<file path="src/hw/pcib_pkg.sv">
// How it works
// - only config data port takes narrow writes
// - config address high bits from address register
// - big endian mirrors config data lanes
// - optional byte enable swap for config cycles
// - data port read/write issues config read/write
// - intack port read returns acknowledge cycle data
// - special port write sends value as message
// - header writes load core when enabled
// - ident register holds device and vendor ids
// - class register holds class code, revision
// - subsystem register holds subsystem ids
// - misc register holds latency, grant, pin, type
// - descriptor pointer is word aligned address
// - non-zero descriptor write starts dma
// - dma registers have no reset
// - internal address feeds internal side
// - pci address feeds pci side
// - zero count moves no data
// - count shows bytes still to move, in whole words
// - address register holds bus, dev, fn, reg, type
// - type 0 decodes idsel, type 1 passes through
package pcib_pkg;
    // register byte offsets
    localparam logic [15:0] OFS_CFG_ADDR = 16'hd1a0;
    localparam logic [15:0] OFS_CFG_DATA = 16'hd1a4;
    localparam logic [15:0] OFS_INTACK = 16'hd1c8;
    localparam logic [15:0] OFS_SPECIAL = 16'hd1cc;
    localparam logic [15:0] OFS_HDR_IDENT = 16'hd1e0;
    localparam logic [15:0] OFS_HDR_CLASS = 16'hd1e4;
    localparam logic [15:0] OFS_HDR_SUBSYS = 16'hd1e8;
    localparam logic [15:0] OFS_HDR_MISC = 16'hd1ec;
    localparam logic [15:0] OFS_CTRL = 16'hd1f0;
    localparam logic [15:0] OFS_DMA_DESC = 16'hd200;
    localparam logic [15:0] OFS_DMA_GADDR = 16'hd204;
    localparam logic [15:0] OFS_DMA_PADDR = 16'hd208;
    localparam logic [15:0] OFS_DMA_COUNT = 16'hd20c;
    // control register bit positions
    localparam int CTRL_HDR_LOAD_BIT = 0;
    localparam int CTRL_BE_SWAP_BIT = 1;
    localparam int CTRL_BIG_END_BIT = 2;
    // reset values; identifier values are arbitrary
    localparam logic [23:0] RST_CFG_ADDR = 24'h00_0000;
    localparam logic [2:0] RST_CTRL = 3'h0;
    localparam logic [31:0] RST_HDR_IDENT = 32'h1234_5678;
    localparam logic [23:0] RST_CLASS_CODE = 24'h06_0000;
    localparam logic [7:0] RST_REVISION = 8'h01;
    localparam logic [31:0] RST_HDR_SUBSYS = 32'h0001_0001;
    localparam logic [31:0] RST_HDR_MISC = 32'h0000_0000;
    // type 0 idsel decode limit
    localparam logic [4:0] DEV_NUM_MAX = 5'h14;
    // pci cycle kinds handed to the initiator
    typedef enum logic [3:0] {
        PCIB_CMD_INTACK = 4'h0,
        PCIB_CMD_SPECIAL = 4'h1,
        PCIB_CMD_CFG_RD = 4'ha,
        PCIB_CMD_CFG_WR = 4'hb
    } pcib_cmd_t;

    // mirror the four byte lanes of a word
    function automatic logic [31:0] pcib_bswap(input logic [31:0] d);
        return {d[7:0], d[15:8], d[23:16], d[31:24]};
    endfunction

    // mirror four lane enables
    function automatic logic [3:0] pcib_rev4(input logic [3:0] s);
        return {s[0], s[1], s[2], s[3]};
    endfunction
endpackage

</file>
<file path="src/hw/pcib_cyc_if.sv">
`timescale 1ns/1ps
// one pci cycle request from the register side to the initiator
interface pcib_cyc_if;
    import pcib_pkg::*;
    logic req;
    pcib_cmd_t cmd;
    logic [31:0] addr;
    logic [3:0] be_n;
    logic [31:0] wdata;
    logic done;
    logic [31:0] rdata;
    modport master (output req, cmd, addr, be_n, wdata, input done, rdata);
    modport initiator (input req, cmd, addr, be_n, wdata, output done, rdata);
endinterface

</file>
<file path="src/hw/pcib_top.sv">
// Our own choice: the APB slave port.
`timescale 1ns/1ps
module pcib_top (
    // clock and reset
    input wire logic mclk,
    input wire logic resetn,
    // apb slave
    input wire logic psel,
    input wire logic penable,
    input wire logic pwrite,
    input wire logic [15:0] paddr,
    input wire logic [31:0] pwdata,
    input wire logic [3:0] pstrb,
    output logic [31:0] prdata,
    output logic pready,
    output logic pslverr,
    // pci initiator cycles
    output logic pci_req,
    output pcib_pkg::pcib_cmd_t pci_cmd,
    output logic [31:0] pci_addr,
    output logic [3:0] pci_be_n,
    output logic [31:0] pci_wdata,
    input wire logic pci_ack,
    input wire logic [31:0] pci_rdata,
    // header load into the pci core
    output logic core_ld_valid,
    output logic [1:0] core_ld_sel,
    output logic [31:0] core_ld_data,
    // dma channel
    output logic dma_start,
    output logic dma_xfer_req,
    output logic [31:2] dma_desc_addr,
    output logic [31:2] dma_gbus_addr,
    output logic [31:2] dma_pci_addr,
    input wire logic dma_word_ack
);
    import pcib_pkg::*;

    pcib_cyc_if cyc ();

    // register state
    logic pready_reg;
    logic pslverr_reg;
    logic [31:0] prdata_reg;
    logic req_reg;
    logic [23:0] cfg_addr_reg;
    logic [2:0] ctrl_reg;
    logic [31:0] ident_reg;
    logic [31:0] class_reg;
    logic [31:0] subsys_reg;
    logic [31:0] misc_reg;
    logic ld_valid_reg;
    logic [1:0] ld_sel_reg;
    logic [31:0] ld_data_reg;
    logic [31:2] desc_reg;
    logic [31:2] gaddr_reg;
    logic [31:2] paddr_reg;
    logic [21:0] cnt_reg;
    logic start_reg;
    logic xfer_reg;

    assign prdata = prdata_reg;
    assign pready = pready_reg;
    assign pslverr = pslverr_reg;
    assign core_ld_valid = ld_valid_reg;
    assign core_ld_sel = ld_sel_reg;
    assign core_ld_data = ld_data_reg;
    assign dma_start = start_reg;
    assign dma_xfer_req = xfer_reg;
    assign dma_desc_addr = desc_reg;
    assign dma_gbus_addr = gaddr_reg;
    assign dma_pci_addr = paddr_reg;

    ////////////////////////////////////////////////////////////////////
    // address decode, word aligned
    wire hit_cfg_addr = paddr[15:2] == OFS_CFG_ADDR[15:2];
    wire hit_cfg_data = paddr[15:2] == OFS_CFG_DATA[15:2];
    wire hit_intack = paddr[15:2] == OFS_INTACK[15:2];
    wire hit_special = paddr[15:2] == OFS_SPECIAL[15:2];
    wire hit_ident = paddr[15:2] == OFS_HDR_IDENT[15:2];
    wire hit_class = paddr[15:2] == OFS_HDR_CLASS[15:2];
    wire hit_subsys = paddr[15:2] == OFS_HDR_SUBSYS[15:2];
    wire hit_misc = paddr[15:2] == OFS_HDR_MISC[15:2];
    wire hit_ctrl = paddr[15:2] == OFS_CTRL[15:2];
    wire hit_desc = paddr[15:2] == OFS_DMA_DESC[15:2];
    wire hit_gaddr = paddr[15:2] == OFS_DMA_GADDR[15:2];
    wire hit_paddr = paddr[15:2] == OFS_DMA_PADDR[15:2];
    wire hit_count = paddr[15:2] == OFS_DMA_COUNT[15:2];
    wire hit_hdr = hit_ident | hit_class | hit_subsys | hit_misc;
    wire hit_dma = hit_desc | hit_gaddr | hit_paddr | hit_count;
    wire hit_any = hit_cfg_addr | hit_cfg_data | hit_intack | hit_special
                 | hit_hdr | hit_ctrl | hit_dma;

    // access classification; narrow writes only reach the data port
    wire narrow_wr = pwrite & (pstrb != 4'hf);
    wire bad = ~hit_any
             | (narrow_wr & ~hit_cfg_data)
             | (hit_cfg_data & pwrite & (pstrb == 4'h0))
             | (hit_intack & pwrite)
             | (hit_special & ~pwrite);
    wire is_port = hit_cfg_data | hit_intack | hit_special;
    wire acc = psel & penable & ~pready_reg;
    wire wr_commit = psel & penable & pready_reg & pwrite & ~bad & ~is_port;

    ////////////////////////////////////////////////////////////////////
    // configuration cycle addressing and byte lanes
    wire big_end = ctrl_reg[CTRL_BIG_END_BIT];
    wire be_swap = ctrl_reg[CTRL_BE_SWAP_BIT];
    wire hdr_load = ctrl_reg[CTRL_HDR_LOAD_BIT];
    wire [3:0] strb_in = pwrite ? pstrb : 4'hf;
    wire [3:0] lanes = big_end ? pcib_rev4(strb_in) : strb_in;
    wire [1:0] off_lo = lanes[0] ? 2'd0 : lanes[1] ? 2'd1 : lanes[2] ? 2'd2 : 2'd3;
    wire [3:0] pci_lanes = be_swap ? pcib_rev4(lanes) : lanes;
    wire [4:0] dev_num = cfg_addr_reg[15:11];
    wire [20:0] idsel = (dev_num <= DEV_NUM_MAX) ? (21'h1 << dev_num) : 21'h0;
    // type 0 selects one upper line for device 0 to 20 and none above, type 1 passes the fields through
    wire [31:0] cfg_pci_addr = (cfg_addr_reg[1:0] == 2'b00)
                             ? {idsel, cfg_addr_reg[10:2], off_lo}
                             : {8'h00, cfg_addr_reg[23:2], off_lo};
    wire [31:0] cfg_wdata = big_end ? pcib_bswap(pwdata) : pwdata;
    wire [31:0] port_rdata = (hit_cfg_data & big_end) ? pcib_bswap(cyc.rdata) : cyc.rdata;

    // request toward the initiator; apb holds these during the wait
    assign cyc.req = req_reg;
    assign cyc.cmd = hit_cfg_data ? (pwrite ? PCIB_CMD_CFG_WR : PCIB_CMD_CFG_RD)
                   : hit_intack ? PCIB_CMD_INTACK
                   : PCIB_CMD_SPECIAL;
    assign cyc.addr = hit_cfg_data ? cfg_pci_addr : 32'h0;
    assign cyc.be_n = hit_cfg_data ? ~pci_lanes : 4'h0;
    assign cyc.wdata = hit_cfg_data ? cfg_wdata : pwdata;

    ////////////////////////////////////////////////////////////////////
    // register read mux; reserved bits read zero
    wire [31:0] rd_word = hit_cfg_addr ? {8'h00, cfg_addr_reg}
                        : hit_ident ? ident_reg
                        : hit_class ? class_reg
                        : hit_subsys ? subsys_reg
                        : hit_misc ? misc_reg
                        : hit_ctrl ? {29'h0, ctrl_reg}
                        : hit_desc ? {desc_reg, 2'b00}
                        : hit_gaddr ? {gaddr_reg, 2'b00}
                        : hit_paddr ? {paddr_reg, 2'b00}
                        : hit_count ? {8'h00, cnt_reg, 2'b00}
                        : 32'h0;

    // a port access that is not refused only completes with the pci cycle
    wire port_go = acc & is_port & ~bad;
    wire fin_now = acc & ((~is_port | bad) | cyc.done);
    wire [31:0] rd_next = (is_port & ~bad) ? port_rdata : rd_word;

    ////////////////////////////////////////////////////////////////////
    // apb answer and pci request handshake
    always_ff @(posedge mclk or negedge resetn) begin
        if (!resetn) begin
            pready_reg <= 1'b0;
            pslverr_reg <= 1'b0;
            prdata_reg <= 32'h0;
            req_reg <= 1'b0;
        end else begin
            pready_reg <= fin_now;
            pslverr_reg <= fin_now & bad;
            prdata_reg <= (fin_now & ~pwrite) ? rd_next : 32'h0;
            req_reg <= cyc.done ? 1'b0 : (req_reg | port_go);
        end
    end

    pcib_init u_init (
        .mclk(mclk),
        .resetn(resetn),
        .cyc(cyc.initiator),
        .pci_req(pci_req),
        .pci_cmd(pci_cmd),
        .pci_addr(pci_addr),
        .pci_be_n(pci_be_n),
        .pci_wdata(pci_wdata),
        .pci_ack(pci_ack),
        .pci_rdata(pci_rdata)
    );

    ////////////////////////////////////////////////////////////////////
    // control, config address and header registers
    always_ff @(posedge mclk or negedge resetn) begin
        if (!resetn) begin
            cfg_addr_reg <= RST_CFG_ADDR;
            ctrl_reg <= RST_CTRL;
            ident_reg <= RST_HDR_IDENT;
            class_reg <= {RST_CLASS_CODE, RST_REVISION};
            subsys_reg <= RST_HDR_SUBSYS;
            misc_reg <= RST_HDR_MISC;
        end else if (wr_commit) begin
            if (hit_cfg_addr) cfg_addr_reg <= pwdata[23:0];
            if (hit_ctrl) ctrl_reg <= pwdata[2:0];
            if (hit_ident) ident_reg <= pwdata;
            if (hit_class) class_reg <= pwdata;
            if (hit_subsys) subsys_reg <= pwdata;
            if (hit_misc) misc_reg <= pwdata;
        end
    end

    // header writes are forwarded to the core only while loading is on
    wire hdr_fwd = wr_commit & hit_hdr & hdr_load;
    always_ff @(posedge mclk or negedge resetn) begin
        if (!resetn) begin
            ld_valid_reg <= 1'b0;
            ld_sel_reg <= 2'b00;
            ld_data_reg <= 32'h0;
        end else begin
            ld_valid_reg <= hdr_fwd;
            if (hdr_fwd) begin
                ld_sel_reg <= paddr[3:2];
                ld_data_reg <= pwdata;
            end
        end
    end

    ////////////////////////////////////////////////////////////////////
    // dma channel registers survive reset, so no reset branch here;
    // a software count write beats a same-cycle decrement
    wire cnt_wr = wr_commit & hit_count;
    wire cnt_dec = dma_word_ack & (cnt_reg != 22'h0);
    wire [21:0] cnt_next = cnt_wr ? pwdata[23:2]
                         : cnt_dec ? cnt_reg - 22'h1 : cnt_reg;
    wire start_cond = wr_commit & hit_desc & (pwdata[31:2] != 30'h0);

    always_ff @(posedge mclk) begin
        if (wr_commit & hit_desc) desc_reg <= pwdata[31:2];
        if (wr_commit & hit_gaddr) gaddr_reg <= pwdata[31:2];
        if (wr_commit & hit_paddr) paddr_reg <= pwdata[31:2];
        cnt_reg <= cnt_next;
    end

    // start pulse and data-move permission
    always_ff @(posedge mclk or negedge resetn) begin
        if (!resetn) begin
            start_reg <= 1'b0;
            xfer_reg <= 1'b0;
        end else begin
            start_reg <= start_cond;
            xfer_reg <= (start_cond | xfer_reg) & (cnt_next != 22'h0);
        end
    end
endmodule

</file>
<file path="src/hw/pcib_init.sv">
`timescale 1ns/1ps
module pcib_init (
    // clock and reset
    input wire logic mclk,
    input wire logic resetn,
    // request from register side
    pcib_cyc_if.initiator cyc,
    // pci cycle port
    output logic pci_req,
    output pcib_pkg::pcib_cmd_t pci_cmd,
    output logic [31:0] pci_addr,
    output logic [3:0] pci_be_n,
    output logic [31:0] pci_wdata,
    input wire logic pci_ack,
    input wire logic [31:0] pci_rdata
);
    import pcib_pkg::*;

    typedef enum logic [1:0] {
        ST_IDLE = 2'b00,
        ST_BUSY = 2'b01,
        ST_DONE = 2'b10
    } pcib_ist_t;

    pcib_ist_t state_reg;
    logic done_reg;
    logic [31:0] rdata_reg;

    assign cyc.done = done_reg;
    assign cyc.rdata = rdata_reg;

    ////////////////////////////////////////////////////////////////////
    // cycle sequencer; done pulses on the ack, then ST_DONE waits for req to drop so one access never
    // launches two pci cycles
    always_ff @(posedge mclk or negedge resetn) begin
        if (!resetn) begin
            state_reg <= ST_IDLE;
            done_reg <= 1'b0;
            rdata_reg <= 32'h0;
            pci_req <= 1'b0;
            pci_cmd <= PCIB_CMD_INTACK;
            pci_addr <= 32'h0;
            pci_be_n <= 4'hf;
            pci_wdata <= 32'h0;
        end else begin
            done_reg <= 1'b0;
            unique case (state_reg)
                ST_IDLE: begin
                    if (cyc.req) begin
                        pci_req <= 1'b1;
                        pci_cmd <= cyc.cmd;
                        pci_addr <= cyc.addr;
                        pci_be_n <= cyc.be_n;
                        pci_wdata <= cyc.wdata;
                        state_reg <= ST_BUSY;
                    end
                end
                ST_BUSY: begin
                    if (pci_ack) begin
                        pci_req <= 1'b0;
                        rdata_reg <= pci_rdata;
                        done_reg <= 1'b1;
                        state_reg <= ST_DONE;
                    end
                end
                ST_DONE: begin
                    if (!cyc.req) begin
                        state_reg <= ST_IDLE;
                    end
                end
                default: state_reg <= ST_IDLE;
            endcase
        end
    end
endmodule

</file>
<file path="config.mk">
export PLATFORM = sky130hd
export DESIGN_NAME = pcib_top
export DESIGN_NICKNAME = d
export VERILOG_FILES = /design/src/hw/pcib_pkg.sv /design/src/hw/pcib_cyc_if.sv /design/src/hw/pcib_top.sv /design/src/hw/pcib_init.sv
export SDC_FILE = /design/constraint.sdc
export NUM_CORES = 1
export LEC_CHECK = 0
export ABC_AREA = 1
export BUFFER_PORTS_ARGS = -buffer_cell sky130_fd_sc_hd__buf_2
export CELL_PAD_IN_SITES_DETAIL_PLACEMENT = 1
export CELL_PAD_IN_SITES_GLOBAL_PLACEMENT = 1
export CORE_ASPECT_RATIO = 0.7
export CORE_MARGIN = 3
export CORE_UTILIZATION = 43
export DETAILED_ROUTE_END_ITERATION = 16
export GPL_TIMING_DRIVEN = 0
export PLACE_DENSITY = 0.84
export SLEW_MARGIN = 15
export SYNTH_ARGS = -nofsm -noshare
export SYNTH_HDL_FRONTEND = slang
export SYNTH_HIERARCHICAL = 1
export SYNTH_SLANG_ARGS = --single-unit
</file>
<file path="constraint.sdc">
create_clock -name mclk -period 2.9 [get_ports mclk]
set_clock_uncertainty 0.1 [all_clocks]
set_input_delay 0.87 -clock mclk [delete_from_list [all_inputs] [get_ports mclk]]
set_output_delay 0.87 -clock mclk [all_outputs]
set_load 0.02 [all_outputs]
</file>
Yosys cells after proc, flatten, opt, wreduce, memory -nomap -nowiden
Index checks and enable logic that the tools add are counted.

storage, ports and cells
  bits in registers = 447
  output and inout bits = 234
  logic and storage cells = 163
  bits of input ports = 91

operators by class
  reduce and logical (&&, ||, !) cells = 17
  bitwise gates (word level) = 57
  shift operators = 1
  mux-type cells = 40
  $add $sub $neg = 1
  eq/ne operators = 19
  $lt $le $gt $ge = 1

operator list
  kind                   count
  $mux 32                16
  $eq 14x14->1 const B   13
  $mux 22                2
  $reduce_bool 22->1     2
  $reduce_bool 30->1     1
  $and 1x1->1            28
  $mux 24                1
  $or 1x1->1             22
  $sub 22x1->22 const B  1
  $mux 21                1
  $shl 1x5->21 const A   1
  $mux 4                 5
  $reduce_and 2->1       8
  $mux 2                 5
  $mux 1                 8
  $ne 2x2->1 const B     3
  $not 1->1              6
  $pmux 2 s3             1
  $reduce_and 3->1       2
  $le 5x5->1 const B     1
  $logic_not 2->1        2
  $logic_not 4->1        1
  $ne 4x4->1 const B     1
  $not 4->4              1
  4 further kinds        4

Logic depth before layout (Yosys ltp)
Gate-level depths: netlist of the first run.

  depth after elaboration = 19
  depth in mapped cells = 20
  mapped depth without buffers = 19

By module
Netlist of the first run, hierarchy kept.

by module, submodules not included
  module     sequential area each (sq um)  cells each  area each (sq um)  times used
  pcib_top   8,846.0                       1,953       16,364.4           1
  pcib_init  2,707.6                       469         4,331.7            1

Worst setup path before layout of the first run
OpenSTA, ideal clock, no wires.

  kind = input port to flip-flop
  from = in paddr[11]
  to = reg desc_reg, in the netlist dma_desc_addr[10] (enable)
  stages on the path = 9
  arrival = 3.129 ns
  setup time = 0.417 ns
  path buffers = 0
  data required time = 2.383 ns
  setup slack = -0.746 ns
  cells stage by stage = nor2_1 nand2_1 nor2_4 nand3_2 nand2_1 nand2_1 nor2_4 nand3_2 nor2_1

on the way
  longest elaborated chain between the ends = 16
  elaborated cells between the ends (all ways) = 43
  those cells by class = 13 x eq/ne; 30 x bitwise

ends and longest elaborated chain
  what                                               line                            source
  start: declaration                                 pcib_top.sv:11                  input wire logic [15:0] paddr,
  $eq 14x14->1, on equally long branches             -
  $or 1x1->1, on equally long branches (3 in a row)  pcib_top.sv:91, pcib_top.sv:89
  $or 1x1->1 (3 in a row)                            pcib_top.sv:92                  | hit_hdr | hit_ctrl | hit_dma;
  $not 1->1                                          pcib_top.sv:96                  wire bad = ~hit_any
  $or 1x1->1                                         pcib_top.sv:97                  | (narrow_wr & ~hit_cfg_data)
  $or 1x1->1                                         pcib_top.sv:98                  | (hit_cfg_data & pwrite & (pstrb == 4'h0))
  $or 1x1->1                                         pcib_top.sv:99                  | (hit_intack & pwrite)
  $or 1x1->1                                         pcib_top.sv:100                 | (hit_special & ~pwrite);
  $not 1->1                                          pcib_top.sv:103                 wire wr_commit = psel & penable & pready_reg & pwrite & ~bad & ~is_port;
  $and 1x1->1 (2 in a row)                           pcib_top.sv:103
  $and 1x1->1 (*)                                    pcib_top.sv:226                 if (wr_commit & hit_desc) desc_reg <= pwdata[31:2];
  end signal: assignment                             pcib_top.sv:226
  end: declaration                                   pcib_top.sv:55                  logic [31:2] desc_reg;

Mark *: on every way between the ends. The rest lies on a longest branch, timed or not.
A chain may end at the register's enable or synchronous reset.

Final worst setup path of the first run
  from = in paddr[14]
  to = reg xfer_reg, in the netlist dma_xfer_req

on the way
  longest elaborated chain between the ends = 19
  elaborated cells between the ends (all ways) = 49
  those cells by class = 13 x eq/ne; 1 x mux; 34 x bitwise; 1 x reduce/logical

ends and longest elaborated chain
  what                                               line                            source
  $eq 14x14->1, on equally long branches             -
  $or 1x1->1, on equally long branches (3 in a row)  pcib_top.sv:91, pcib_top.sv:89
  $or 1x1->1 (3 in a row)                            pcib_top.sv:92
  $not 1->1                                          pcib_top.sv:96
  $or 1x1->1                                         pcib_top.sv:97
  $or 1x1->1                                         pcib_top.sv:98
  $or 1x1->1                                         pcib_top.sv:99
  $or 1x1->1                                         pcib_top.sv:100
  $not 1->1                                          pcib_top.sv:103
  $and 1x1->1 (2 in a row)                           pcib_top.sv:103
  $and 1x1->1 (*)                                    pcib_top.sv:219                 wire cnt_wr = wr_commit & hit_count;
  $mux 22 (*)                                        pcib_top.sv:221                 wire [21:0] cnt_next = cnt_wr ? pwdata[23:2]
  net cnt_next[1]                                    pcib_top.sv:221
  $reduce_bool 22->1 (*)                             pcib_top.sv:239                 xfer_reg <= (start_cond | xfer_reg) & (cnt_next != 22'h0);
  $and 1x1->1 (*)                                    pcib_top.sv:239
  end signal: assignment                             pcib_top.sv:239
  end: declaration                                   pcib_top.sv:60                  logic xfer_reg;

The timed path passes the listed nets; every way through them passes the cells marked *.

==> results list, run 1 <==
- The flow ran to the end, but the final reports show violations.
- The checks that failed: negative setup slack.
* Antenna Violating Nets Remaining: 0
- Max FO, Critical Path: 10
- Total power divided by cell area: ~660 nW/µm²
* Total power consumption of the routed design: 16720 µW
- The worst setup path is captured at a flop.
* Termination of the worst setup path: dma_xfer_req
- In this run, the number of DRC markers left after iteration 0 of detailed routing was 2414.
- Clock-pin slew on the worst setup and hold paths: 0.06 ns
* Core Rows: 66
- R2R cell count: 18
* Setup ws final: -0.1631 ns
- After floorplanning, the core was sized to cover 46990 µm².
- In this run the clock root is driven by a sky130_fd_sc_hd__clkbuf_16.
* Overall fraction of global-route tracks in use: 34.85%
* Number of primary I/O pins: 325
- Synth area leaders: sky130_fd_sc_hd__dfrtp_1 38%, sky130_fd_sc_hd__edfxtp_1 13%, sky130_fd_sc_hd__nand2_1 13%
- Clock net sink count: around 450
- Global routing usage on met3: 8.416%
* Critical path data arrival time: 3.43 ns
* Per-instance average area after synthesis: ~8.5 µm²
* Max IR drop VDD: ~0.00048 V
- Detailed-route wire length: 90760 µm
* Unrepaired setup endpoints after global routing: true
- Number of warnings printed during yosys synthesis: 6
- Placed cells: about 3400
- Data on the critical path is required at its endpoint by 3.27 ns.
* Startpoint Class: input pin
- The sequential cells in the finished layout cover a total of 11550 µm².
* Largest net degree at the start of global routing: 102
* Post-synth ARST share: roughly 75%
- The die is 268.2 µm wide.
* # setup viols final: 77
- Remaining global-route overflow: 0
* H-tree lvl count: 2
* Initial antenna violation count: 2
- The worst register-to-register path has a setup slack of around 0.04 ns.
- Leakage: approximately 0.012 µW
* Multi-input gate area in the final layout: 8138 µm²
* Starting utilization of the core area: 44.05%
- Critical R2R Launch: cnt_reg[1]
- The final-report max-slew violation count was 0.
* Ratio of cells with drive above 1 in the final layout: 22.00%
* Filler cell count: 5637
- Number of global-route vias before repair: 20900
* Number of max-cap violations: 0
- First-pass GRT wire length: 132700 µm
- Final weighted congestion of routability-driven global placement: 1.003
* Die Y: 189.6 µm
- In this run, CTS created clock tree buffers numbering 44.
* TritonCTS clock tree: yes
- Hold violation total from the final report: 0
- Relative to the synthesized area, the layout overhead comes to 22.50%.
- Count of mapped cells out of synthesis: 2422
* Layout Cells excl Fill: 3472
- Number of optimization iterations in the first detailed-route pass: 6
- In the final design database the tool counted 2915 nets.
- Total Die Area: 50840 µm²
* Global route hottest layer: met2
- Subtracting the final worst setup slack from the clock period gives 3.063 ns.
- Cell type with the largest total area after synthesis: sky130_fd_sc_hd__dfrtp_1
* Share of the clock period used by the worst path after layout: 105.6%
- Hold repair after CTS inserted 0 buffers.
- After synthesis the netlist holds a flip-flop and latch count of 447.
- Of the post-synthesis cell area, the dominant cell type holds 37.85%.
* Number of DRC violations after detailed routing: 0
* WS Path Type: input pin to flop
- R2R Path End: dma_xfer_req
* Number of flops mapped to enable cells by yosys: 90
* Maximum number of buffers from clock root to sink: 3
- In the global route stage, met1 resource usage came out at a little under 50%.
- Library cells used by synthesis: 48
- Measured against its own limit, the worst slew margin works out to 48.53%.
- For this run, the leading register cell type out of synthesis is sky130_fd_sc_hd__dfrtp_1.
* Sum of net half-perimeters after detailed placement: 67860 µm
* Summed instance area of the synthesized netlist: 20700 µm²
- The critical path starts at paddr[14].
* Clk_lat worst skew: 0.60 ns
- Timing would allow up to ~0.33 GHz.
- Using the TritonRoute via totals, the vias-per-cell ratio works out to 5.930.
- For this run, the register share of the synthesized area comes to 55.82%.
- Port-buffer cells: 321
- The routed layout has between 20000 and 25000 vias.
* Transition at the pin with the smallest max-transition slack: 0.7721 ns
- GR met2 Demand/Resource: 53.00%
* Routed len/inst: 26.14 µm
- Hold Path Class: input pin to async pin
- The number of nets handed over by synthesis was 2514.
kinds of logic after synthesis:
group,count (synthesis),share of synthesized area (%)
mux,21,1.016
flops,447,55.82
simple gates,1153,23.21
fa+ha+maj,1,0.06045
compound gates,473,12.83
xor+xnor,18,0.7617
buf+inv,308,6.281
other cells,1,0.01812
worst min-delay path by stage:
stage / start / endpoint / slack, ns / cells past startpoint
3_5_place_dp: u_init/pci_addr[31] / u_init/pci_addr[31] / 0.35 / 2
4_1_cts: resetn / u_init/pci_wdata[27] / 0.08 / 1
3_3_place_gp: u_init/pci_be_n[1] / u_init/pci_be_n[1] / 0.35 / 2
6_report: resetn / core_ld_data[26] / 0.08 / 1
5_1_grt: resetn / core_ld_data[26] / 0.09 / 1
2_1_floorplan: u_init/cyc.done / cyc.req / 0.33 / 1
synth_stat cells (6+ instances only):
| library cell | instances |
|---|---|
| sky130_fd_sc_hd__edfxtp_1 | 90 |
| sky130_fd_sc_hd__buf_2 | 40 |
| sky130_fd_sc_hd__nor2_2 | 9 |
| sky130_fd_sc_hd__o32ai_1 | 22 |
| sky130_fd_sc_hd__o211ai_1 | 27 |
| sky130_fd_sc_hd__a21oi_1 | 42 |
| sky130_fd_sc_hd__nor3_1 | 12 |
| sky130_fd_sc_hd__mux2i_1 | 21 |
| sky130_fd_sc_hd__inv_2 | 10 |
| sky130_fd_sc_hd__o2111ai_1 | 7 |
| sky130_fd_sc_hd__dfxtp_1 | 22 |
| sky130_fd_sc_hd__nor2_1 | 180 |
| sky130_fd_sc_hd__o21ai_1 | 17 |
| sky130_fd_sc_hd__buf_1 | 6 |
| sky130_fd_sc_hd__buf_6 | 11 |
| sky130_fd_sc_hd__nor4_1 | 7 |
| sky130_fd_sc_hd__xor2_1 | 18 |
| sky130_fd_sc_hd__a211oi_1 | 12 |
| sky130_fd_sc_hd__o21ai_0 | 308 |
| sky130_fd_sc_hd__nand3_1 | 167 |
| sky130_fd_sc_hd__nand2_1 | 717 |
| sky130_fd_sc_hd__dfrtp_1 | 313 |
| sky130_fd_sc_hd__nand4_1 | 43 |
| sky130_fd_sc_hd__o22ai_1 | 22 |
| sky130_fd_sc_hd__inv_1 | 147 |
| sky130_fd_sc_hd__clkbuf_1 | 87 |
| sky130_fd_sc_hd__dfstp_2 | 22 |
placed cells by master, fill, tap and decap left out, drive strengths merged, types with 18 or more instances in the layout:
cell,count
xor2,18
a21oi,42
edfxtp,90
dfstp,22
nor2,192
nand2,720
dfxtp,22
clkbuf,157
o21ai,327
o22ai,22
mux2i,21
buf,418
dfrtp,313
nand3,171
o211ai,27
nand4,44
o32ai,22
inv,157
layout make-up:
type / count / area share, %
antenna: 1 / 0.009870
buffer: 146 / 3.168
clock buffer: 73 / 5.216
clock inverter: 9 / 0.3010
inverter: 161 / 2.468
multi-input combinational: 1667 / 32.10
sequential: 447 / 45.57
tap: 612 / 3.020
timing repair buffer: 356 / 8.148
layer usage:
metal	wire (µm)	share of wire, %
met3	9056	10
met4	2765	3.0
met2	40020	44
met5	0	0
met1	38920	43
worst max-delay path, cell delays in order:
cell and delay (ns):
sky130_fd_sc_hd__buf_2 0.09, sky130_fd_sc_hd__nand2_1 0.08, sky130_fd_sc_hd__inv_1 0.11, sky130_fd_sc_hd__nand3_1 0.14
sky130_fd_sc_hd__nor2_4 0.34, sky130_fd_sc_hd__o21ai_2 0.19, sky130_fd_sc_hd__nand2_1 0.13, sky130_fd_sc_hd__inv_2 0.08
sky130_fd_sc_hd__nand3_4 0.14, sky130_fd_sc_hd__nand4_4 0.12, sky130_fd_sc_hd__buf_8 0.17, sky130_fd_sc_hd__buf_8 0.15
sky130_fd_sc_hd__nor2_1 0.13, sky130_fd_sc_hd__nor2_1 0.11, sky130_fd_sc_hd__nor2_1 0.10, sky130_fd_sc_hd__nand2_1 0.11
sky130_fd_sc_hd__nor2_4 0.14, sky130_fd_sc_hd__nand3_1 0.10, sky130_fd_sc_hd__nand2_1 0.08, sky130_fd_sc_hd__inv_1 0.04
power breakdown:
group,internal [µW],switching [µW]
combinational,940,2530
clock,3210,2610
sequential,6970,457
total,11100,5600
stage by stage:
step	worst slack [ns]	cell area [µm²]	hold slack [ns]	TNS, ns	utilization (%)
2_1_floorplan	-0.2745	20700	0.3284	-24.70	-
3_3_place_gp	-5.367	23080	0.3522	-2101.49	49.11
3_5_place_dp	-1.673	23270	0.3535	-360.03	49.52
4_1_cts	0.001831	25050	0.07583	0	53.31
5_1_grt	-0.2346	25350	0.09291	-7.872	53.96
6_report	-0.1631	25350	0.07782	-3.086	53.96
repair_timing:
item / CTS / global route
pin swaps: 10 / 21
setup buffers: 16 / 13
resized for setup: 71 / 94
endpoints found under the setup margin: 347 / 282
(Power assumes the default switching activity.)
==> inputs of run 2 (changes only) <==
--- a/config.mk
+++ b/config.mk
@@ -14,9 +14,8 @@
 export CORE_UTILIZATION = 43
 export DETAILED_ROUTE_END_ITERATION = 16
 export GPL_TIMING_DRIVEN = 0
-export PLACE_DENSITY = 0.84
-export SLEW_MARGIN = 15
+export PLACE_DENSITY = 0.85
+export SLEW_MARGIN = 10
 export SYNTH_ARGS = -nofsm -noshare
 export SYNTH_HDL_FRONTEND = slang
-export SYNTH_HIERARCHICAL = 1
 export SYNTH_SLANG_ARGS = --single-unit
==> run 2 against run 1 <==
  * The flow still finishes with violations (negative setup slack)
  * Sequential power fell by 1%
  * Synthesized cell count fell by 5.6%
  * Register-to-register slack got worse by 0.06 ns
  * Hold slack improved by 0.31 ns
  * Combinational power fell by 19%
  * Largest cell class unchanged
  * Largest power group unchanged
==> results list, run 2 <==
* Outcome: finished with violations
- Failing checks: negative setup slack
- Final-report max-slew violation count: 0
* Starting utilization of the core area: 43.92%
- Via total after detailed routing: 19720
- Entering global routing, the biggest net connects 111 pins.
- The worst path in the final design needs a cycle of 2.980 ns, including I/O delays and setup.
* Post-detailed-placement cell area: 22510 µm²
* Total power divided by cell area: 656.8 nW/µm²
- In this design, the stage delay of the slowest critical-path cell is around 0.22 ns.
* Transition at the pin with the smallest max-transition slack: 1.025 ns
- The wire-length estimate of the detail-placed layout is 64160 µm.
* Library cells used by synthesis: 49
- The via count of the first global-routing pass came to 19970.
* Synthesized netlist net count: 2379
* Maximum number of buffers from clock root to sink: 3
- Buffering stage count on the worst path with inverters included: 7
- Walking the worst path, the cells encountered are buf_2 > inv_1 > nand4_1 > buf_4 > nor2_4 > o21ai_1 > nand2_1 > inv_2 > nand3_2 > nand4_4 > buf_8 > nand2_1 > inv_1 > nor2_4 > nand3_2 > nor2_4 > nand3_1 > nand2_1 > inv_1.
- Max FO, Critical Path: 6
* Critical path data arrival time: ~3.4 ns
- The synthesized design spends more area on one cell type than any other, namely sky130_fd_sc_hd__dfrtp_1.
- The tool flagged a number of max-cap violations equal to 0.
- Setup violations remaining at the end of the flow were counted as 4.
- Post-route cell area: 24670 µm²
- In this run the count of I/O pins placed on the die edge is 325.
- After detailed routing, the number of vias per cell comes to 5.933.
- In this run the tool buffered the top-level ports with 320 buffer cells.
* Kind of cell adding the most delay to the critical path: simple AND/OR/NAND/NOR gates
- Most used cells in the layout excluding fill and tap cells: 634 x sky130_fd_sc_hd__nand2_1, 335 x sky130_fd_sc_hd__buf_2, 332 x sky130_fd_sc_hd__o21ai_0
- Portion of total power attributed to the clock network: between 30% and 40%
- Final hold analysis gives a worst-case slack of 0.3838 ns.
* Number of DRC violations after detailed routing: 0
* Portion of the post-synthesis area used by sequential elements: roughly 58%
* Relative max-transition margin: 31.68%
- WS Path Type: input pin to flop
* Detailed-route wire length: 85750 µm
* Post-synthesis register bit count: 445
- After filler insertion, the fill cell instance count of the layout stands at about 5400.
* Width of the die: ~260 µm
* Number of flops mapped to enable cells by yosys: 90
- The die covers 49100 µm².
- Total length of routed met3 wires: 9216 µm
- First-pass GRT wire length: 125500 µm
- Core region area: 45460 µm²
* Per-instance average area after synthesis: 8.731 µm²
- Die Y: about 190 µm
- H-tree lvl count: 2
- STA classifies the critical path startpoint as an input pin.
* Core Rows: 65
- Share of the clock period used by the worst path after layout: 102.7%
- For this design the total switching power over the nets is 5061 µW.
- Synthesis handed over a netlist of roughly 2300 instances.
* Number of optimization iterations in the first detailed-route pass: 6
- The total overflow left after global routing is 0.
- Leakage: 0.01161 µW
- After detailed routing, the average wire length per cell comes to between 20 and 30 µm.
- Unrepaired setup endpoints after global routing: true
* Max frequency: 0.3356 GHz
- In the global route stage, overall resource usage came out at 33.92%.
* Top flip-flop cell by instance count after synthesis: sky130_fd_sc_hd__dfrtp_1
* Required @ worst endpoint: 3.27 ns
- The most common cell in the synthesized netlist is sky130_fd_sc_hd__nand2_1.
* Hold Path Class: flop to flop
* Ratio of cells with drive above 1 in the final layout: 21.91%
- Antenna Violating Nets Remaining: 0
- Max IR drop VDD: approximately 0.00054 V
- Clock-pin slew on the worst setup and hold paths: 0.07 ns
* Hold violation total from the final report: 0
- In the final routing, the length of wire on met1 measures 36210 µm.
- From synthesis to final layout, the design area changed by 23.55%.
* Clk_lat worst skew: 0.58 ns
- Clock net sink count: 445
* Synth top area share: 38.97%
- Counting the buffers created by CTS gives 45.
- Of the total power, registers draw 45.3%.
- Net switching is 31.23% of the power.
- Number of warnings printed during yosys synthesis: 0
- Combinational logic is responsible for around 17% of the overall power.
* TritonCTS clock tree: yes
- Highest routed layer: met5
- Minimum setup slack after placement: -1.101 ns
* Initial DRC count: about 2100
* Layout net count: 2775
- Initial antenna violation count: 6
- After synthesis, the share of flip-flops with an asynchronous set or reset is 74.83%.
- Final weighted congestion of routability-driven global placement: 0.9584
- The design draws around 16000 µW.
- Among all stages on the critical path, the largest delay is contributed by sky130_fd_sc_hd__buf_4.
- Summed instance area of the synthesized netlist: 19970 µm²
- Type of destination of the critical path: flop
- CTS Root Cell: sky130_fd_sc_hd__clkbuf_16
- Synth area leaders: sky130_fd_sc_hd__dfrtp_1 39%, sky130_fd_sc_hd__edfxtp_1 14%, sky130_fd_sc_hd__nand2_1 12%
- The internal power of the cells totals roughly 11000 µW.
- Summed over all nets, wire length on met2 after detailed routing comes to 38030 µm.
- Setup ws final: -0.07951 ns
* Most frequent cells after synthesis: 642 x sky130_fd_sc_hd__nand2_1, 340 x sky130_fd_sc_hd__o21ai_0, 311 x sky130_fd_sc_hd__dfrtp_1
* Most common cell after layout, fill and taps aside: sky130_fd_sc_hd__nand2_1
-- run 2: cell count changes in the layout (fill, tap and decap cells not counted), moves of 10 or more --
cell | previous run | this run
sky130_fd_sc_hd__nand4_1 | 43 | 14
sky130_fd_sc_hd__nand2_1 | 699 | 634
sky130_fd_sc_hd__o32ai_1 | 22 | 1
sky130_fd_sc_hd__buf_2 | 358 | 335
sky130_fd_sc_hd__a21oi_1 | 41 | 31
sky130_fd_sc_hd__inv_1 | 140 | 158
sky130_fd_sc_hd__nand3_1 | 164 | 59
sky130_fd_sc_hd__o21ai_1 | 18 | 69
sky130_fd_sc_hd__o21ai_0 | 306 | 332
sky130_fd_sc_hd__o2111ai_1 | 7 | 29
-- run 2: kinds of logic after synthesis --
| family | count (synthesis) | synth area share, % |
|---|---|---|
| AOI/OAI and AO/OA | 548 | 15.33 |
| xor gates and xnor gates | 17 | 0.7456 |
| adders and majority gates | 1 | 0.06265 |
| buffers and inverters | 302 | 5.978 |
| DFF | 445 | 57.61 |
| muxes | 16 | 0.8020 |
| other | 1 | 0.01878 |
| and+or+nand+nor | 957 | 19.45 |
-- run 2: worst paths after layout --
check                                     startpoint                   end  slack, ns  cells past startpoint
worst max-delay path                        paddr[9]          dma_xfer_req      -0.08                     19
worst min-delay path            u_init.pci_wdata[17]  u_init.pci_wdata[17]       0.38                      2
worst max register to register            cnt_reg[2]          dma_xfer_req      -0.02                     18
worst min register to register  u_init.pci_wdata[17]  u_init.pci_wdata[17]       0.38                      2
max in group asynchronous                     resetn      core_ld_data[28]       0.29                      5
min in group asynchronous                     resetn       core_ld_data[6]       0.58                      2
-- run 2: area by class of cell --
class	count	area, µm²	area share [%]
sequential	445	11500	46.63
timing repair buffer	349	2008	8.140
multi-input combinational	1541	7580	30.72
tap	603	754.5	3.058
buffer	126	661.9	2.683
clock inverter	16	158.9	0.6441
inverter	175	666.9	2.703
clock buffer	68	1335	5.411
antenna	1	2.502	0.01014
-- run 2: metrics by stage --
step           instances  util [%]  TNS (ns)
2_1_floorplan       2287         -    -22.97
3_3_place_gp        3210     49.12  -2042.31
3_5_place_dp        3216     49.51   -231.26
4_1_cts             3308     53.22   -0.2018
5_1_grt             3323     54.26    -1.011
6_report            3324     54.27   -0.1500
-- run 2: what timing repair did --
| item | in CTS | in global routing |
|---|---|---|
| setup buffers | 7 | 14 |
| cloned | 0 | 2 |
| pin swaps | 5 | 13 |
| setup endpoints to repair | 280 | 286 |
| resized for setup | 51 | 115 |
| hold buffers | 1 | 0 |
| hold endpoints to repair | 10 | 0 |
-- run 2: power by group through the flow --
stage | Sequential (µW) | Clock (µW) | Combinational (µW)
after floorplan | 7590 | 0 | 1180
after global placement | 7400 | 0 | 2510
after detailed placement | 7430 | 0 | 2630
after CTS | 7320 | 6060 | 2690
after global routing | 7400 | 6350 | 3050
final | 7350 | 6040 | 2810
-- run 2: tightest hold or removal path, stage by stage, from the launching register on --
cell,delay [ns]
sky130_fd_sc_hd__dfrtp_1,0.34
sky130_fd_sc_hd__nand2_1,0.05
sky130_fd_sc_hd__o21ai_0,0.06
-- run 2: layer usage --
| layer | vias to the layer above | GRT usage, % |
|---|---|---|
| met5 | - | 0 |
| met4 | 6 | 9.253 |
| met3 | 180 | 10.56 |
| met2 | 1027 | 52.38 |
| met1 | 10090 | 46.73 |
| li1 | 8414 | - |
==> inputs of run 3 (changes only) <==
--- a/config.mk
+++ b/config.mk
@@ -6,15 +6,18 @@
 export NUM_CORES = 1
 export LEC_CHECK = 0
 export ABC_AREA = 1
+export ABC_CLOCK_PERIOD_IN_PS = 2900
 export BUFFER_PORTS_ARGS = -buffer_cell sky130_fd_sc_hd__buf_2
 export CELL_PAD_IN_SITES_DETAIL_PLACEMENT = 1
 export CELL_PAD_IN_SITES_GLOBAL_PLACEMENT = 1
 export CORE_ASPECT_RATIO = 0.7
 export CORE_MARGIN = 3
-export CORE_UTILIZATION = 43
+export CORE_UTILIZATION = 44
+export CTS_BUF_LIST = sky130_fd_sc_hd__clkbuf_8
+export CTS_CLUSTER_SIZE = 40
 export DETAILED_ROUTE_END_ITERATION = 16
 export GPL_TIMING_DRIVEN = 0
-export PLACE_DENSITY = 0.85
+export PLACE_DENSITY = 0.86
 export SLEW_MARGIN = 10
 export SYNTH_ARGS = -nofsm -noshare
 export SYNTH_HDL_FRONTEND = slang
==> run 3 against run 2 <==
  * The flow still finishes with violations (negative setup slack)
  * Via count is 0.79% higher
  * Hold slack worse by 0.35 ns
  * Design area fell by 0.11%
  * Critical endpoint unchanged
  * Largest cell class unchanged
==> results list, run 3 (same netlist as run 2, synthesis figures left out) <==
- Routed len/inst: 25.80 µm
- Total of hold buffers inserted after clock tree synthesis: 0
- Setup violations remaining at the end of the flow were counted as 18.
- Unrepaired setup endpoints after global routing: true
- Of all nets on the critical path, the largest fanout is 8.
- TritonCTS created 72 clock buffers.
- IR analysis of the VDD net gives a maximum drop of just under 0.0004 V.
- Setup ws final: -0.1820 ns
- The flow ran to the end, but the final reports show violations.
* Core region area: 44280 µm²
- 325 I/O pins were placed.
* Max frequency: around 0.32 GHz
- For the pin with the worst max-slew slack, the measured transition is a little over 1 ns.
- Synth-to-layout area growth: 23.42%
- R2R cell count: 18
* Minimum setup slack after placement: -1.067 ns
* Number of optimization iterations in the first detailed-route pass: 5
- The clock drives approximately 450 sinks.
- H-tree lvl count: 3
- Initial DRC count: roughly 2200
- In this run the horizontal extent of the chip is 260.6 µm.
- Leaving out fill and tap cells, the most frequent cell in the layout is sky130_fd_sc_hd__nand2_1.
- Failing checks: negative setup slack
- Final-report max-slew violation count: 0
- Routed via count divided by cell count: roughly 6
* Clock-pin slew on the worst setup and hold paths: 0.07 ns
- Measured against its own limit, the worst slew margin works out to between 30% and 40%.
- For this run, the post-layout net count is 2802.
- Cells fill 55.65% of the core in the end.
- Sum of net half-perimeters after detailed placement: 63950 µm
- The worst setup path is launched from an input pin.
* Antenna Violating Nets Remaining: 0
- The initial antenna violation count came to 3.
- The die covers between 40000 and 50000 µm².
* First-pass GRT wire length: 125600 µm
- The via count of the first global-routing pass is 20300.
- For this block, the routed nets add up to 86800 µm of wire.
* Critical path data arrival time: about 3.5 ns
* Crit path time final: ~3.1 ns
- The setup path with the least slack is of type input pin to flop.
- Filler cell count: between 5000 and 6000
- Core Rows: 64
- For this run, the total global-route usage over all layers was measured as 35.02%.
* Total power divided by cell area: 642.2 nW/µm²
- The worst setup path is captured at a flop.
- The root buffer cell chosen for the clock tree is sky130_fd_sc_hd__clkbuf_8.
- Die Y: ~180 µm
- Max-cap violations in this run came to 0.
* Hold Path Class: input pin to async pin
- Dividing the final minimum period by the clock period gives 106.3%.
* Final weighted congestion of routability-driven global placement: around 1.0
- Largest net degree at the start of global routing: 110
- The hold violation count in the final report was 0.
- Summed over all cells, the static leakage comes to 0.01171 µW.
- Total power consumption of the routed design: between 15000 and 20000 µW
- TritonCTS clock tree: yes
- The post-route netlist has 23.09% of its cells at a drive strength greater than 1.
- Remaining global-route overflow: 0
- Via total after detailed routing: 19880
- Number of DRC violations after detailed routing: 0
- Required @ worst endpoint: 3.34 ns
- Leaving out fill and tap cells, the most frequent cells in the layout are 630 x sky130_fd_sc_hd__nand2_1, 340 x sky130_fd_sc_hd__buf_2, 334 x sky130_fd_sc_hd__o21ai_0.
- Starting utilization of the core area: ~45%
* Port-buffer cells: 320
- Clk_lat worst skew: 0.64 ns
- Maximum number of buffers from clock root to sink: 3
-- run 3: worst paths after layout --
kind,startpoint,end,slack (ns)
worst max-delay path,paddr[11],dma_xfer_req,-0.18
worst min-delay path,resetn,u_init.cyc.rdata[18],0.03
worst max register to register,cnt_reg[4],dma_xfer_req,-0.04
worst min register to register,u_init.pci_addr[8],u_init.pci_addr[8],0.38
max in group asynchronous,resetn,subsys_reg[2],1.72
min in group mclk,pci_rdata[7],u_init.cyc.rdata[7],0.33
-- run 3: cell type report --
type	instances	area, µm²	area share, %
diodes	2	5.005	0.02031
clock inverters	43	222.7	0.9037
flip-flops and latches	445	11500	46.68
plain buffers	125	636.9	2.584
repair buffers	350	2061	8.362
well taps	594	743.2	3.016
clock buffers	89	1225	4.971
multi-input cells	1541	7577	30.75
inverters	175	669.4	2.716
-- run 3: worst max-delay path, cell delays in order --
cell	delay, ns
sky130_fd_sc_hd__buf_2	0.11
sky130_fd_sc_hd__nor2_4	0.12
sky130_fd_sc_hd__nand2_2	0.08
sky130_fd_sc_hd__nor2_4	0.15
sky130_fd_sc_hd__buf_12	0.15
sky130_fd_sc_hd__nand3_4	0.12
sky130_fd_sc_hd__nand2_1	0.13
sky130_fd_sc_hd__o21ai_2	0.08
sky130_fd_sc_hd__nor2_4	0.19
sky130_fd_sc_hd__nand4_4	0.33
sky130_fd_sc_hd__buf_12	0.29
sky130_fd_sc_hd__nor2_4	0.10
sky130_fd_sc_hd__nor2_2	0.06
sky130_fd_sc_hd__nor2_1	0.15
sky130_fd_sc_hd__nand2_1	0.14
sky130_fd_sc_hd__nor2_4	0.21
sky130_fd_sc_hd__nand3_2	0.11
sky130_fd_sc_hd__nand2_2	0.09
sky130_fd_sc_hd__inv_1	0.04
-- run 3: timing repair --
| item | CTS | global route |
|---|---|---|
| resized for setup | 38 | 124 |
| setup buffers | 5 | 16 |
| setup endpoints to repair | 177 | 234 |
| pin swaps | 2 | 22 |
| endpoints found under the hold margin | 0 | 0 |
| gates cloned | 0 | 4 |
-- run 3: metrics by stage --
stage	hold WS (ns)	instances	TNS, ns	cell area [µm²]
3_5_place_dp	0.3701	3207	-225.00	22500
3_3_place_gp	0.3596	3201	-2037.50	22320
2_1_floorplan	0.3365	2287	-22.97	19980
4_1_cts	0.01445	3342	-0.05346	24090
5_1_grt	0.02397	3363	-8.192	24640
6_report	0.03093	3364	-0.3503	24640
-- run 3: metal layers --
metal  global-route usage (%)  part of all wire [%]
met5                        0                     0
met4                    10.05                   2.5
met3                    11.69                    11
met2                    53.50                    45
met1                    47.80                    41
-- run 3: power by group --
group	internal [µW]	total [µW]	switching [µW]
clock network	2880	5600	2720
registers	6930	7360	426
logic	772	2870	2100
total	10600	15800	5250
